`config.mk`:
```
export PLATFORM = sky130hd
export DESIGN_NAME = mpm_panel
export DESIGN_NICKNAME = d
export VERILOG_FILES = /design/src/inc/mpm_pkg.sv /design/src/rtl/mpm_panel.sv
export VERILOG_INCLUDE_DIRS = /design/src /design/src/inc
export SDC_FILE = /design/constraint.sdc
export NUM_CORES = 2
export LEC_CHECK = 0
export CAP_MARGIN = 20
export CORE_MARGIN = 2
export CORE_UTILIZATION = 41
export DETAILED_ROUTE_END_ITERATION = 12
export DONT_BUFFER_PORTS = 1
export SLEW_MARGIN = 25
export SYNTH_ARGS = -nofsm -noshare
export SYNTH_HDL_FRONTEND = slang
export SYNTH_SLANG_ARGS = --single-unit
```
`constraint.sdc`:
```
create_clock -name core_clk -period 43.2 [get_ports core_clk]
set_input_delay 8.64 -clock core_clk [delete_from_list [all_inputs] [get_ports core_clk]]
set_output_delay 8.64 -clock core_clk [all_outputs]
set_load 0.01 [all_outputs]
```
`src/inc/mpm_params.svh`:
```
`ifndef MPM_PARAMS_SVH
`define MPM_PARAMS_SVH
`define MPM_CLK_HZ 25000000
`define MPM_SEG_MS 1000
`define MPM_HOLD_MS 1000
`define MPM_FAST_MS 2000
`define MPM_SLOW_REP_MS 200
`define MPM_FAST_REP_MS 50
`define MPM_EDIT_TO_MS 10000
`define MPM_MENU_TO_MS 60000
`define MPM_OPEN_MS 2000
`define MPM_RECALL_MS 2000
`define MPM_LABEL_MS 500
`define MPM_CLR_MS 2000
`define MPM_B1 0
`define MPM_B2 1
`define MPM_B3 2
`define MPM_B4 3
`define MPM_B5 4
`define MPM_REG_CTRL 5'h00
`define MPM_REG_SCLO 5'h04
`define MPM_REG_OFFSET_ITEM 5'h08
`define MPM_REG_SLOPE 5'h0C
`define MPM_REG_MIN 5'h10
`define MPM_REG_MAX 5'h14
`define MPM_REG_STAT 5'h18
`define MPM_OFF_MIN 16'shF831
`define MPM_OFF_MAX 16'sh270F
`define MPM_SLOPE_MIN 16'shD8F1
`define MPM_SLOPE_MAX 16'sh270F
`define MPM_SLOPE_ONE 17'sh02710
`define MPM_SLOPE_DIV 35'sh2710
`define MPM_DISP_MAX 36'sh0270F
`define MPM_DISP_MIN 36'shFFFFFF831
`endif

```
`src/inc/mpm_pkg.sv`:
```
package mpm_pkg;
  typedef enum logic [1:0] {MS_CLOSED, MS_VIEW, MS_EDIT} mpm_menu_t;
  typedef enum logic [2:0] {RC_IDLE, RC_LOW_LBL, RC_LOW_VAL, RC_HIGH_LBL, RC_HIGH_VAL, RC_CLR_LBL} mpm_recall_t;
  typedef enum logic [3:0] {SH_SEG, SH_MEAS, SH_ITEM_OFFSET_ITEM, SH_ITEM_SLOPE, SH_EDIT, SH_LOW_LBL,
    SH_HIGH_LBL, SH_CLR_LBL, SH_MIN, SH_MAX, SH_CODE} mpm_show_t;
  typedef enum logic [3:0] {EC_NONE, EC_OVER_RANGE, EC_UNDER_RANGE, EC_DISP_OVER, EC_DISP_UNDER,
    EC_SYSTEM, EC_SENSOR, EC_UNCOMPUTABLE, EC_INVALID_CONFIG, EC_INCOMPLETE} mpm_code_t;
  typedef struct packed {
    logic valid;
    logic signed [15:0] value;
    logic overRange;
    logic underRange;
    logic sensorFault;
    logic selfDiagFail;
    logic uncomputable;
    logic invalidConfig;
    logic incompleteConfig;
    logic lowAlarm;
    logic highAlarm;
    logic sysAlarm;
  } mpm_meas_t;
  typedef struct packed {
    mpm_show_t show;
    mpm_code_t code;
    logic signed [15:0] value;
  } mpm_disp_t;
  typedef struct packed {
    logic alarm;
    logic min;
    logic max;
  } mpm_led_t;
endpackage

```
`src/rtl/mpm_panel.sv`:
```
`include "mpm_params.svh"
module mpm_panel
  import mpm_pkg::*;
#(
  parameter logic [19:0] MS_CYCLES = 20'(`MPM_CLK_HZ / 1000),
  parameter logic [16:0] SEG_MS = `MPM_SEG_MS,
  parameter logic [16:0] HOLD_MS = `MPM_HOLD_MS,
  parameter logic [16:0] FAST_MS = `MPM_FAST_MS,
  parameter logic [7:0] SLOW_REP_MS = `MPM_SLOW_REP_MS,
  parameter logic [7:0] FAST_REP_MS = `MPM_FAST_REP_MS,
  parameter logic [16:0] EDIT_TO_MS = `MPM_EDIT_TO_MS,
  parameter logic [16:0] MENU_TO_MS = `MPM_MENU_TO_MS,
  parameter logic [16:0] OPEN_MS = `MPM_OPEN_MS,
  parameter logic [16:0] RECALL_MS = `MPM_RECALL_MS,
  parameter logic [16:0] LABEL_MS = `MPM_LABEL_MS,
  parameter logic [16:0] CLR_MS = `MPM_CLR_MS
) (
  input wire logic core_clk,
  input wire logic rst,
  input wire logic clkEn,
  input wire logic cyc_i,
  input wire logic stb_i,
  input wire logic we_i,
  input wire logic [4:0] adr_i,
  input wire logic [3:0] sel_i,
  input wire logic [31:0] dat_i,
  output logic [31:0] dat_o,
  output logic ack_o,
  input wire logic [4:0] btnRaw,
  input wire mpm_meas_t meas,
  output mpm_disp_t disp,
  output mpm_led_t led
);
  localparam logic [4:0] B2M = 5'h02;
  localparam logic [4:0] B3M = 5'h04;
  localparam logic [4:0] B5M = 5'h10;

  logic [4:0] btnS1, btnS2, btnS3, btnState, btnPrev, press;
  logic [19:0] msCnt;
  logic msTick;
  logic [16:0] holdMs, idleMs, segMs, rcMs;
  logic segDone;
  mpm_menu_t menuState;
  mpm_recall_t rcState;
  logic item;
  logic signed [15:0] editVal, offsetVal, slopeVal, scaleLo, curVal, minVal, maxVal;
  logic [7:0] repMs;
  logic ctrlTemp, ctrlFn, ctrlNoSlope, mmValid;
  logic [3:0] inputMode;
  mpm_code_t curCode, nextCode;
  mpm_disp_t next_disp;
  logic [31:0] rdData;

  // three-stage sync; a bit moves only when stages two and three agree
  always_ff @(posedge core_clk or posedge rst) begin
    if (rst) begin
      btnS1 <= '0;
      btnS2 <= '0;
      btnS3 <= '0;
      btnState <= '0;
      btnPrev <= '0;
    end else if (clkEn) begin
      btnS1 <= btnRaw;
      btnS2 <= btnS1;
      btnS3 <= btnS2;
      btnState <= (btnS2 & btnS3) | (btnState & (btnS2 | btnS3));
      btnPrev <= btnState;
    end
  end
  assign press = btnState & ~btnPrev;

  assign msTick = (msCnt == MS_CYCLES - 20'h00001);
  always_ff @(posedge core_clk or posedge rst) begin
    if (rst) msCnt <= '0;
    else if (clkEn) msCnt <= msTick ? '0 : msCnt + 20'h00001;
  end

  // hold time of the current button combination, idle time since release
  always_ff @(posedge core_clk or posedge rst) begin
    if (rst) begin
      holdMs <= '0;
      idleMs <= '0;
    end else if (clkEn) begin
      if (btnState != btnPrev || btnState == '0) holdMs <= '0;
      else if (msTick && holdMs != '1) holdMs <= holdMs + 17'h00001;
      if (btnState != '0) idleMs <= '0;
      else if (msTick && idleMs != '1) idleMs <= idleMs + 17'h00001;
    end
  end

  always_ff @(posedge core_clk or posedge rst) begin
    if (rst) begin
      segMs <= '0;
      segDone <= 1'b0;
    end else if (clkEn && !segDone && msTick) begin
      segMs <= segMs + 17'h00001;
      segDone <= (segMs >= SEG_MS - 17'h00001);
    end
  end

  // menu control
  logic menuTo, editTo, openReq, slopeAvail, rolling, repDue, commit;
  logic signed [15:0] itemLo, itemHi;
  assign menuTo = (idleMs > MENU_TO_MS);
  assign editTo = (idleMs > EDIT_TO_MS);
  assign openReq = segDone && btnState == (B5M | B3M) && msTick && holdMs == OPEN_MS;
  assign slopeAvail = !ctrlNoSlope;
  assign itemLo = item ? `MPM_SLOPE_MIN : `MPM_OFF_MIN;
  assign itemHi = item ? `MPM_SLOPE_MAX : `MPM_OFF_MAX;
  assign rolling = menuState == MS_EDIT && (btnState == B2M || btnState == B3M) && holdMs >= HOLD_MS;
  assign repDue = rolling && msTick
    && repMs >= ((holdMs >= HOLD_MS + FAST_MS) ? FAST_REP_MS : SLOW_REP_MS) - 8'h01;
  assign commit = menuState == MS_EDIT && press[`MPM_B1] && !menuTo;

  function automatic logic signed [15:0] stepVal(input logic signed [15:0] v, input logic up,
                                                 input logic signed [15:0] lo, input logic signed [15:0] hi);
    if (up) return (v >= hi) ? lo : v + 16'sh0001;
    return (v <= lo) ? hi : v - 16'sh0001;
  endfunction

  always_ff @(posedge core_clk or posedge rst) begin
    if (rst) repMs <= '0;
    else if (clkEn) begin
      if (!rolling) repMs <= '0;
      else if (msTick) repMs <= repDue ? '0 : repMs + 8'h01;
    end
  end

  always_ff @(posedge core_clk or posedge rst) begin
    if (rst) begin
      menuState <= MS_CLOSED;
      item <= 1'b0;
      editVal <= '0;
    end else if (clkEn) begin
      case (menuState)
        MS_CLOSED: begin
          if (openReq) begin
            menuState <= MS_VIEW;
            item <= 1'b0;
          end
        end
        MS_VIEW: begin
          if (menuTo || press[`MPM_B4]) menuState <= MS_CLOSED;
          else if (press[`MPM_B1]) item <= slopeAvail ? ~item : 1'b0;
          else if (press[`MPM_B2] || press[`MPM_B3]) begin
            menuState <= MS_EDIT;
            editVal <= item ? slopeVal : offsetVal;
          end
        end
        MS_EDIT: begin
          if (menuTo) menuState <= MS_CLOSED;
          else if (press[`MPM_B1] || press[`MPM_B4] || editTo) menuState <= MS_VIEW;
          else if (press[`MPM_B2] || (repDue && btnState[`MPM_B2])) editVal <= stepVal(editVal, 1'b1, itemLo, itemHi);
          else if (press[`MPM_B3] || (repDue && btnState[`MPM_B3])) editVal <= stepVal(editVal, 1'b0, itemLo, itemHi);
        end
        default: menuState <= MS_CLOSED;
      endcase
    end
  end

  // register bus; one wait state, ack drops the cycle after it rose
  logic wbReq, wbWr, modeChg;
  assign wbReq = cyc_i && stb_i && !ack_o;
  assign wbWr = wbReq && we_i;
  assign modeChg = wbWr && adr_i == `MPM_REG_CTRL && sel_i[0] && dat_i[7:4] != inputMode;

  function automatic logic [15:0] merge(input logic [15:0] o, input logic [31:0] d, input logic [3:0] s);
    return {s[1] ? d[15:8] : o[15:8], s[0] ? d[7:0] : o[7:0]};
  endfunction

  always_ff @(posedge core_clk or posedge rst) begin
    if (rst) begin
      ack_o <= 1'b0;
      dat_o <= '0;
    end else if (clkEn) begin
      ack_o <= wbReq;
      if (wbReq) dat_o <= we_i ? 32'h00000000 : rdData;
    end
  end

  always_ff @(posedge core_clk or posedge rst) begin
    if (rst) begin
      ctrlTemp <= 1'b0;
      ctrlFn <= 1'b0;
      ctrlNoSlope <= 1'b0;
      inputMode <= '0;
      scaleLo <= '0;
    end else if (clkEn && wbWr) begin
      if (adr_i == `MPM_REG_CTRL && sel_i[0]) begin
        ctrlTemp <= dat_i[0];
        ctrlFn <= dat_i[1];
        ctrlNoSlope <= dat_i[2];
        inputMode <= dat_i[7:4];
      end
      if (adr_i == `MPM_REG_SCLO) scaleLo <= merge(scaleLo, dat_i, sel_i);
    end
  end

  // mode change wins over a commit; a commit wins over a bus write
  always_ff @(posedge core_clk or posedge rst) begin
    if (rst) begin
      offsetVal <= '0;
      slopeVal <= '0;
    end else if (clkEn) begin
      if (modeChg) begin
        offsetVal <= '0;
        slopeVal <= '0;
      end else if (commit) begin
        if (item) slopeVal <= editVal;
        else offsetVal <= editVal;
      end else if (wbWr && adr_i == `MPM_REG_OFFSET_ITEM) offsetVal <= merge(offsetVal, dat_i, sel_i);
      else if (wbWr && adr_i == `MPM_REG_SLOPE) slopeVal <= merge(slopeVal, dat_i, sel_i);
    end
  end

  always_comb begin
    rdData = '0;
    case (adr_i)
      `MPM_REG_CTRL: rdData[7:0] = {inputMode, 1'b0, ctrlNoSlope, ctrlFn, ctrlTemp};
      `MPM_REG_SCLO: rdData[15:0] = scaleLo;
      `MPM_REG_OFFSET_ITEM: rdData[15:0] = offsetVal;
      `MPM_REG_SLOPE: rdData[15:0] = slopeVal;
      `MPM_REG_MIN: rdData[15:0] = minVal;
      `MPM_REG_MAX: rdData[15:0] = maxVal;
      `MPM_REG_STAT: rdData[11:0] = {mmValid, segDone, item, menuState, rcState, curCode};
      default: rdData = '0;
    endcase
  end

  // correction; the divide is wide but only sees a new sample now and then
  logic signed [17:0] diff;
  logic signed [16:0] factor;
  logic signed [34:0] prod, quo;
  logic signed [35:0] res;
  always_comb begin
    diff = 18'($signed(meas.value)) - 18'(offsetVal) - (ctrlTemp ? 18'sh00000 : 18'(scaleLo));
    factor = `MPM_SLOPE_ONE + 17'(slopeVal);
    prod = 35'(diff) * 35'(factor);
    quo = prod / `MPM_SLOPE_DIV;
    res = 36'(quo) + (ctrlTemp ? 36'sh000000000 : 36'(scaleLo));
  end

  always_comb begin
    if (meas.selfDiagFail) nextCode = EC_SYSTEM;
    else if (meas.sensorFault) nextCode = EC_SENSOR;
    else if (meas.incompleteConfig) nextCode = EC_INCOMPLETE;
    else if (meas.invalidConfig) nextCode = EC_INVALID_CONFIG;
    else if (meas.uncomputable) nextCode = EC_UNCOMPUTABLE;
    else if (meas.overRange) nextCode = EC_OVER_RANGE;
    else if (meas.underRange) nextCode = EC_UNDER_RANGE;
    else if (res > `MPM_DISP_MAX) nextCode = EC_DISP_OVER;
    else if (res < `MPM_DISP_MIN) nextCode = EC_DISP_UNDER;
    else nextCode = EC_NONE;
  end

  always_ff @(posedge core_clk or posedge rst) begin
    if (rst) begin
      curVal <= '0;
      curCode <= EC_NONE;
    end else if (clkEn && meas.valid) begin
      curCode <= nextCode;
      if (nextCode == EC_NONE) curVal <= res[15:0];
    end
  end

  // recall and clear only while the menu is shut
  logic idleOk, lowReq, highReq, clrReq, rcDone;
  assign idleOk = segDone && menuState == MS_CLOSED && btnState == '0 && holdMs < HOLD_MS;
  assign lowReq = idleOk && btnPrev == B3M;
  assign highReq = idleOk && btnPrev == B2M;
  assign clrReq = segDone && menuState == MS_CLOSED && btnState == (B2M | B3M) && msTick && holdMs == CLR_MS;
  assign rcDone = msTick && rcMs >= ((rcState == RC_LOW_VAL || rcState == RC_HIGH_VAL) ? RECALL_MS : LABEL_MS)
    - 17'h00001;

  always_ff @(posedge core_clk or posedge rst) begin
    if (rst) begin
      rcState <= RC_IDLE;
      rcMs <= '0;
    end else if (clkEn) begin
      if (rcState == RC_IDLE || rcDone) rcMs <= '0;
      else if (msTick) rcMs <= rcMs + 17'h00001;
      case (rcState)
        RC_IDLE: begin
          if (clrReq) rcState <= RC_CLR_LBL;
          else if (lowReq) rcState <= RC_LOW_LBL;
          else if (highReq) rcState <= RC_HIGH_LBL;
        end
        RC_LOW_LBL: if (rcDone) rcState <= RC_LOW_VAL;
        RC_HIGH_LBL: if (rcDone) rcState <= RC_HIGH_VAL;
        RC_LOW_VAL, RC_HIGH_VAL, RC_CLR_LBL: if (rcDone) rcState <= RC_IDLE;
        default: rcState <= RC_IDLE;
      endcase
      if (menuState != MS_CLOSED) rcState <= RC_IDLE;
    end
  end

  always_ff @(posedge core_clk or posedge rst) begin
    if (rst) begin
      mmValid <= 1'b0;
      minVal <= '0;
      maxVal <= '0;
    end else if (clkEn) begin
      if (rcState == RC_CLR_LBL && rcDone) begin
        mmValid <= 1'b1;
        minVal <= curVal;
        maxVal <= curVal;
      end else if (meas.valid && nextCode == EC_NONE) begin
        mmValid <= 1'b1;
        if (!mmValid || $signed(res[15:0]) < minVal) minVal <= res[15:0];
        if (!mmValid || $signed(res[15:0]) > maxVal) maxVal <= res[15:0];
      end
    end
  end

  always_comb begin
    next_disp = '{show: SH_MEAS, code: curCode, value: curVal};
    if (!segDone) next_disp.show = SH_SEG;
    else if (menuState == MS_VIEW) next_disp.show = item ? SH_ITEM_SLOPE : SH_ITEM_OFFSET_ITEM;
    else if (menuState == MS_EDIT) begin
      next_disp.show = SH_EDIT;
      next_disp.value = editVal;
    end else begin
      case (rcState)
        RC_LOW_LBL: next_disp.show = SH_LOW_LBL;
        RC_HIGH_LBL: next_disp.show = SH_HIGH_LBL;
        RC_CLR_LBL: next_disp.show = SH_CLR_LBL;
        RC_LOW_VAL: begin
          next_disp.show = SH_MIN;
          next_disp.value = minVal;
        end
        RC_HIGH_VAL: begin
          next_disp.show = SH_MAX;
          next_disp.value = maxVal;
        end
        default: if (curCode != EC_NONE) next_disp.show = SH_CODE;
      endcase
    end
  end

  logic sysErr;
  assign sysErr = meas.sysAlarm || meas.selfDiagFail;
  always_ff @(posedge core_clk or posedge rst) begin
    if (rst) begin
      disp <= '{show: SH_SEG, code: EC_NONE, value: 16'sh0000};
      led <= '0;
    end else if (clkEn) begin
      disp <= next_disp;
      led.alarm <= ctrlFn && (meas.lowAlarm || meas.highAlarm || sysErr);
      led.min <= ctrlFn && (meas.lowAlarm || sysErr);
      led.max <= ctrlFn && (meas.highAlarm || sysErr);
    end
  end
endmodule

```
# [Word-level counts from Yosys, hierarchy flattened]
# Index checks and enable logic that the tools add are counted.
[word_totals] register_bits=312 latchBits=0 ramBits=0 rom_bits=0 input_bits=79 out_inout_bits=60 word_cells=316 mem_count=0
[op_classes] n_addsub=14 mul=1 div_mod_pow=1 order_cmp=14 n_eq_ne=44 shift=0 muxes=94 bitwise_logic=7 n_reduce_logical=102
[ops] op="$mux 16" count=30
[ops] op="$mux 17" count=6
[ops] op="$add 17x1->17 const B" count=4
[ops] op="$pmux 16 s2" count=2
[ops] op="$pmux 8 s7" count=1
[ops] op="$mux 8" count=6
[ops] op="$logic_and 1x1->1" count=40
[ops] op="$pmux 4 s5" count=2
[ops] op="$add 35x36->36" count=1
[ops] op="$gt 36x15->1 const B" count=1
[ops] op="$lt 36x12->1 const B" count=1
[ops] op="$mux 3" count=12
[ops] op="$mux 36" count=1
[ops] op="$div 35x15->35 const B" count=1
[ops] op="$mul 18x17->35" count=1
[ops] op="$ge 17x10->1 const B" count=2
[ops] op="$ne 17x17->1 const B" count=2
[ops] op="$mux 4" count=8
[ops] op="$reduce_and 5->1" count=5
[ops] op="$ne 3x3->1 const B" count=8
[ops] op="$pmux 4 s6" count=1
[ops] op="$add 20x1->20 const B" count=1
[ops] op="$eq 20x15->1 const B" count=1
[ops] op="$eq 5x3->1 const B" count=4
[ops] op="61 further kinds" count=136

# [Depth between registers and ports, before layout]
[depth] word_depth=19 depth_mapped=184 ltp_nobuf=169

# [Least setup slack after synthesis]
# No wires, ideal clock.
[synth_timing] path_type="input port to flip-flop" startpoint="input meas[10] (netlist bit)" endpoint="register minVal[0]" setup_time_ns=0.125 t_arrival_ns=43.246 required_time_ns=43.075 setup_slack_ns=-0.171 cell_stages=162 n_path_buf=9 path_cell_list="fa_1 > ha_1 > a21o_1 > a21oi_1 > o21bai_1 > a21oi_1 > o21bai_1 > a21oi_1 > o21bai_1 > a21oi_1 > o21bai_1 > a21oi_1 > o21bai_1 > a21oi_1 > o21bai_1 > a21oi_1 > o21ai_0 > o21ai_1 > (+126 left out) > a21oi_1 > o21bai_1 > a21oi_1 > o21bai_1 > a21oi_1 > o21bai_1 > a21oi_1 > xnor2_1 > o31ai_1 > a21oi_1 > o21ai_0 > nor2b_1 > nor2_1 > nor3_1 > a21o_1 > nand2_1 > clkbuf_1 > mux2_2"
[synth_via] elab_chain_len=19 word_cells_on_any_way=26 cone_classes="add/sub: 3; mul: 1; div: 1; order compare: 3; mux: 12; reduce/logical: 6"
[synth_lines] item="start, declared" line="mpm_panel.sv:30" text="input wire mpm_meas_t meas,"
[synth_lines] item="$sub 16x16->17 *" line="mpm_panel.sv:236" text="diff = 18'($signed(meas.value)) - 18'(offsetVal) - (ctrlTemp ? 18'sh00000 : 18'(scaleLo));"
[synth_lines] item="$sub 17x18->18 *" line="mpm_panel.sv:236"
[synth_lines] item="$mul 18x17->35 *" line="mpm_panel.sv:238" text="prod = 35'(diff) * 35'(factor);"
[synth_lines] item="$div 35x15->35 (no source line) *"
[synth_lines] item="$add 35x36->36 *" line="mpm_panel.sv:240" text="res = 36'(quo) + (ctrlTemp ? 36'sh000000000 : 36'(scaleLo));"
[synth_lines] item="$lt 36x12->1 (no source line)"
[synth_lines] item="$mux 3" line="mpm_panel.sv:252" text="else if (res < `MPM_DISP_MIN) nextCode = EC_DISP_UNDER;"
[synth_lines] item="$mux 3" line="mpm_panel.sv:251" text="else if (res > `MPM_DISP_MAX) nextCode = EC_DISP_OVER;"
[synth_lines] item="(+3 left out)"
[synth_lines] item="$mux 4" line="mpm_panel.sv:247" text="else if (meas.invalidConfig) nextCode = EC_INVALID_CONFIG;"
[synth_lines] item="$mux 4" line="mpm_panel.sv:246" text="else if (meas.incompleteConfig) nextCode = EC_INCOMPLETE;"
[synth_lines] item="$mux 4" line="mpm_panel.sv:245" text="else if (meas.sensorFault) nextCode = EC_SENSOR;"
[synth_lines] item="$mux 4" line="mpm_panel.sv:244" text="if (meas.selfDiagFail) nextCode = EC_SYSTEM;"
[synth_lines] item="$logic_not 4->1" line="mpm_panel.sv:307" text="end else if (meas.valid && nextCode == EC_NONE) begin"
[synth_lines] item="$logic_and 1x1->1" line="mpm_panel.sv:307"
[synth_lines] item="$reduce_bool 2->1 (no source line)"
[synth_lines] item="$reduce_and 3->1 (no source line)"
[synth_lines] item="end signal, assigned" line="mpm_panel.sv:305" text="minVal <= curVal;"
[synth_lines] item="end signal, assigned" line="mpm_panel.sv:309" text="if (!mmValid || $signed(res[15:0]) < minVal) minVal <= res[15:0];"
[synth_lines] item="end, declared" line="mpm_panel.sv:46" text="logic signed [15:0] editVal, offsetVal, slopeVal, scaleLo, curVal, minVal, maxVal;"
# Every way passes the cells marked *; elsewhere a longest branch is shown, timed or not. The select of a mux whose other input is x is not followed.
# A chain may end at the register's enable or synchronous reset.

# [Final worst setup path]
[layout_timing] startpoint="input meas[12] (netlist bit)" endpoint="register minVal[0]"
# Same word-level chain as after synthesis.

==> results.py <==
metrics = {
    "yosys": {
        "syn_area_mm2": 0.04117,
        "syn_area_per_cell_um2": 8.281,
        "yosysWarnings": 0,
        "synth-adder-area-share_pct": 22.28,
        "synth-async-reset-ratio_pct": 100.0,
        "synthMuxAreaShare_pct": 5.085,
        "synthFlopType": "dfrtp_1",
        "synth_compound_area_share_pct": 18.92,
        "synth_xor_area_share_pct": 8.246,
        "synth-simple-area-share_pct": 20.03,
        "synth.distinct_cells": 138,
        "synth_edf_count": 0,
        "synth-seq-area-share_pct": 17.99,
        "synth-seq-cells": 296,
        "synthCells": 4971,
        "synth_top_family_by_area": "adder cells",
    },
    "worst_setup_path": {
        "crit_arrival_ns": 42.52,
        "critPathKind": "input pin to flip-flop",
        "crit_slowest_cell": "fa_1",
        "cp_max_fo": 7,
        "max_stage_delay_ns": 0.63,
        "cp.required_ns": 43.66,
        "critPathMostFrequentCell": "o21bai_1",
        "path_buf_inv": 24,
        "critPathTopFamily": "compound AO/OA/AOI/OAI gates",
        "critPathCaptureType": "flip-flop",
        "cp-start-kind": "input pin",
    },
    "route": {
        "ant_nets": 0,
        "drcViolationCount": 0,
        "wl_per_cell_um": 18.24,
        "first_pass_iters": 7,
        "vias": 39240,
        "post_drt_via_cell_ratio": 5.561,
        "drt_iter0_markers": 2700,
        "drt-total-wl_mm": 128.7,
    },
    "timing": {
        "setup_violations": 0,
        "finalCriticalPeriod_ns": 42.07,
        "rsz0062_at_grt": "yes",
        "relSlewSlack_pct": 29.53,
        "drv_slew": 0,
        "hold_viol": 0,
        "timing.final.crit_share_pct": 97.38,
        "skew_ns": 0.01159,
        "tightestPinTransition_ns": 1.050,
        "fmax_mhz": 23.77,
    },
    "cells_and_area": {
        "area_growth_pct": 27.24,
        "register_area_mm2": 0.007407,
        "utilization_pct": 52.46,
        "multi_input_area_mm2": 0.03296,
        "drive_above_1_share_pct": 26.84,
        "fill_cells": 9298,
        "fin_nets": 6343,
    },
    "cts": {
        "cts_buffer_depth": 3,
        "cts.sink_count": 296,
        "clk_pin_slew_worst_paths_ns": 0.07,
        "tritoncts": "yes",
        "clk_latency_ns": 0.57,
        "htreeDepth": 1,
        "cts_root_buf": "clkbuf_16",
        "hold_buffers": 0,
        "numCtsBuffers": 26,
    },
    "floorplanning": {
        "initial_core_util_pct": 41.23,
        "num_rows": 116,
        "die_x_um": 320.9,
        "design.core.area_mm2": 0.09986,
        "dieArea_mm2": 0.1030,
        "io_pins": 139,
        "die_h_um": 320.9,
    },
    "grt": {
        "grt_overflow_total": 0,
        "grt_max_degree": 109,
        "grt_pass1_vias": 38250,
        "antenna_found_initial": 1,
        "grt_pass1_wl_mm": 204.4,
        "grt_usage_pct": 24.25,
    },
    "run_status": {
        "status": "complete, no violations",
    },
    "placed_design": {
        "io_buffers": 0,
        "gp_congestion": 0.9298,
        "hpwl_mm": 101.2,
    },
    "job": {
        "cap_violations": 0,
    },
    "min_path": {
        "min_path_type": "flip-flop to flip-flop",
    },
}
[per-stage QoR]
stage | setup TNS [ns] | worst slack [ns] | instance area [um2] | hold WS (ns) | cells
6_report | 0 | 1.133 | 52380 | 0.4656 | 7055
5_1_grt | -30.14 | -0.7761 | 52380 | 0.4970 | 7054
4_1_cts | 0 | 0.01702 | 49350 | 0.4697 | 6958
3_5_place_dp | -45.13 | -1.025 | 48270 | 0.4575 | 6906
3_3_place_gp | -33.56 | -0.8065 | 48270 | 0.4481 | 6906
2_1_floorplan | 0 | 0.1002 | 41240 | 0.4348 | 4986
[logic make-up (layout without fill, tap and decap cells)]
group,Yosys count,in the layout
flops,296,296
xor+xnor,376,376
other cells,1,17
mux,185,185
fa+ha+maj,544,544
compound gates,1095,1096
buf+inv,783,1552
simple gates,1691,1691
[Yosys cell counts, types with 22 or more instances]
cell type  instances  share of area, %
o211ai_1          41              0.75
fa_1             320                16
xor2_1           126               2.7
inv_1            569               5.2
o21bai_1          46              0.84
nor2b_1           44              0.67
xnor2_1          238               5.1
nor4_1            30              0.46
or2_2             30              0.46
o21a_1            22              0.40
a21oi_1          254               3.1
a211oi_1          35              0.64
o31ai_1           35              0.64
mux2i_1           64               1.6
mux2_2           109               3.0
nand4_1           51              0.78
a31oi_1           71               1.1
nor2_1           418               3.8
ha_1             208               6.3
o21ai_0          209               2.5
clkbuf_1         155               1.4
and2_1           144               2.2
a21o_1            43              0.78
and3_1            60              0.91
o21ai_1           27              0.33
dfrtp_1          296                18
nand2b_1          69               1.0
nand3_1          118               1.4
or3_1             41              0.62
nand2_1          471               4.3
nor3_1           125               1.5
[path summary, 6_finish.rpt]
path	from	end	slack [ns]	depth (start not counted)
worst max-delay path	meas[12]	minVal[0]	1.13	172
worst min-delay path	segMs[8]	segMs[8]	0.47	1
worst max register to register	ctrlTemp	minVal[0]	7.97	173
worst min register to register	segMs[8]	segMs[8]	0.47	1
max in group asynchronous	rst	msCnt[1]	33.10	3
min in group asynchronous	rst	dat_o[13]	8.03	1
[registers in the layout, summed over array words and instances (netlist names), 17 cells and up]
signal / flops
msCnt: 20
idleMs: 17
rcMs: 17
disp: 24
segMs: 17
holdMs: 17
[what timing repair did]
item / CTS / global route
gates cloned: 0 / 5
gates resized for setup: 23 / 456
endpoints found under the setup margin: 49 / 52
buffers inserted: 4 / 96
pin swaps: 2 / 208
[layout by cell type (no fill, tap or decap), drive strengths merged, types with 38 or more instances in the layout]
cell,Yosys,layout
buf,52,929
inv,571,571
nand2,471,471
nor2,421,421
fa,320,320
dfrtp,296,296
a21oi,263,263
xnor2,248,248
o21ai,239,239
ha,208,208
and2,146,146
xor2,128,128
nor3,127,127
nand3,120,120
mux2,113,113
a31oi,74,74
nand2b,69,69
mux2i,65,65
and3,60,60
nand4,51,51
a21o,46,46
o21bai,46,46
nor2b,44,44
o211ai,43,43
or3,42,42
a211oi,42,42
or2,39,39
o31ai,38,38
[cell type report]
| cell class | instances | share of cell area [%] |
|---|---|---|
| Clock buffer | 29 | 1.283 |
| Tap cell | 1298 | 3.100 |
| Clock inverter | 19 | 0.5016 |
| Timing Repair Buffer | 932 | 13.93 |
| Sequential cell | 296 | 14.14 |
| Antenna cell | 1 | 0.004777 |
| Inverter | 572 | 4.113 |
| Multi-Input combinational cell | 3908 | 62.93 |
[layer usage]
| metal | part of all wire (%) | GRT usage, % | up-vias |
|---|---|---|---|
| met4 | 3.5 | 8.328 | 2 |
| met5 | 0.010 | 0 | - |
| met2 | 48 | 40.94 | 1096 |
| met1 | 43 | 31.83 | 19300 |
| li1 | - | - | 18610 |
| met3 | 6.1 | 3.350 | 230 |
Power is not shown: default switching activity piles up to over one toggle a cycle in this logic, so the estimate is an artifact.
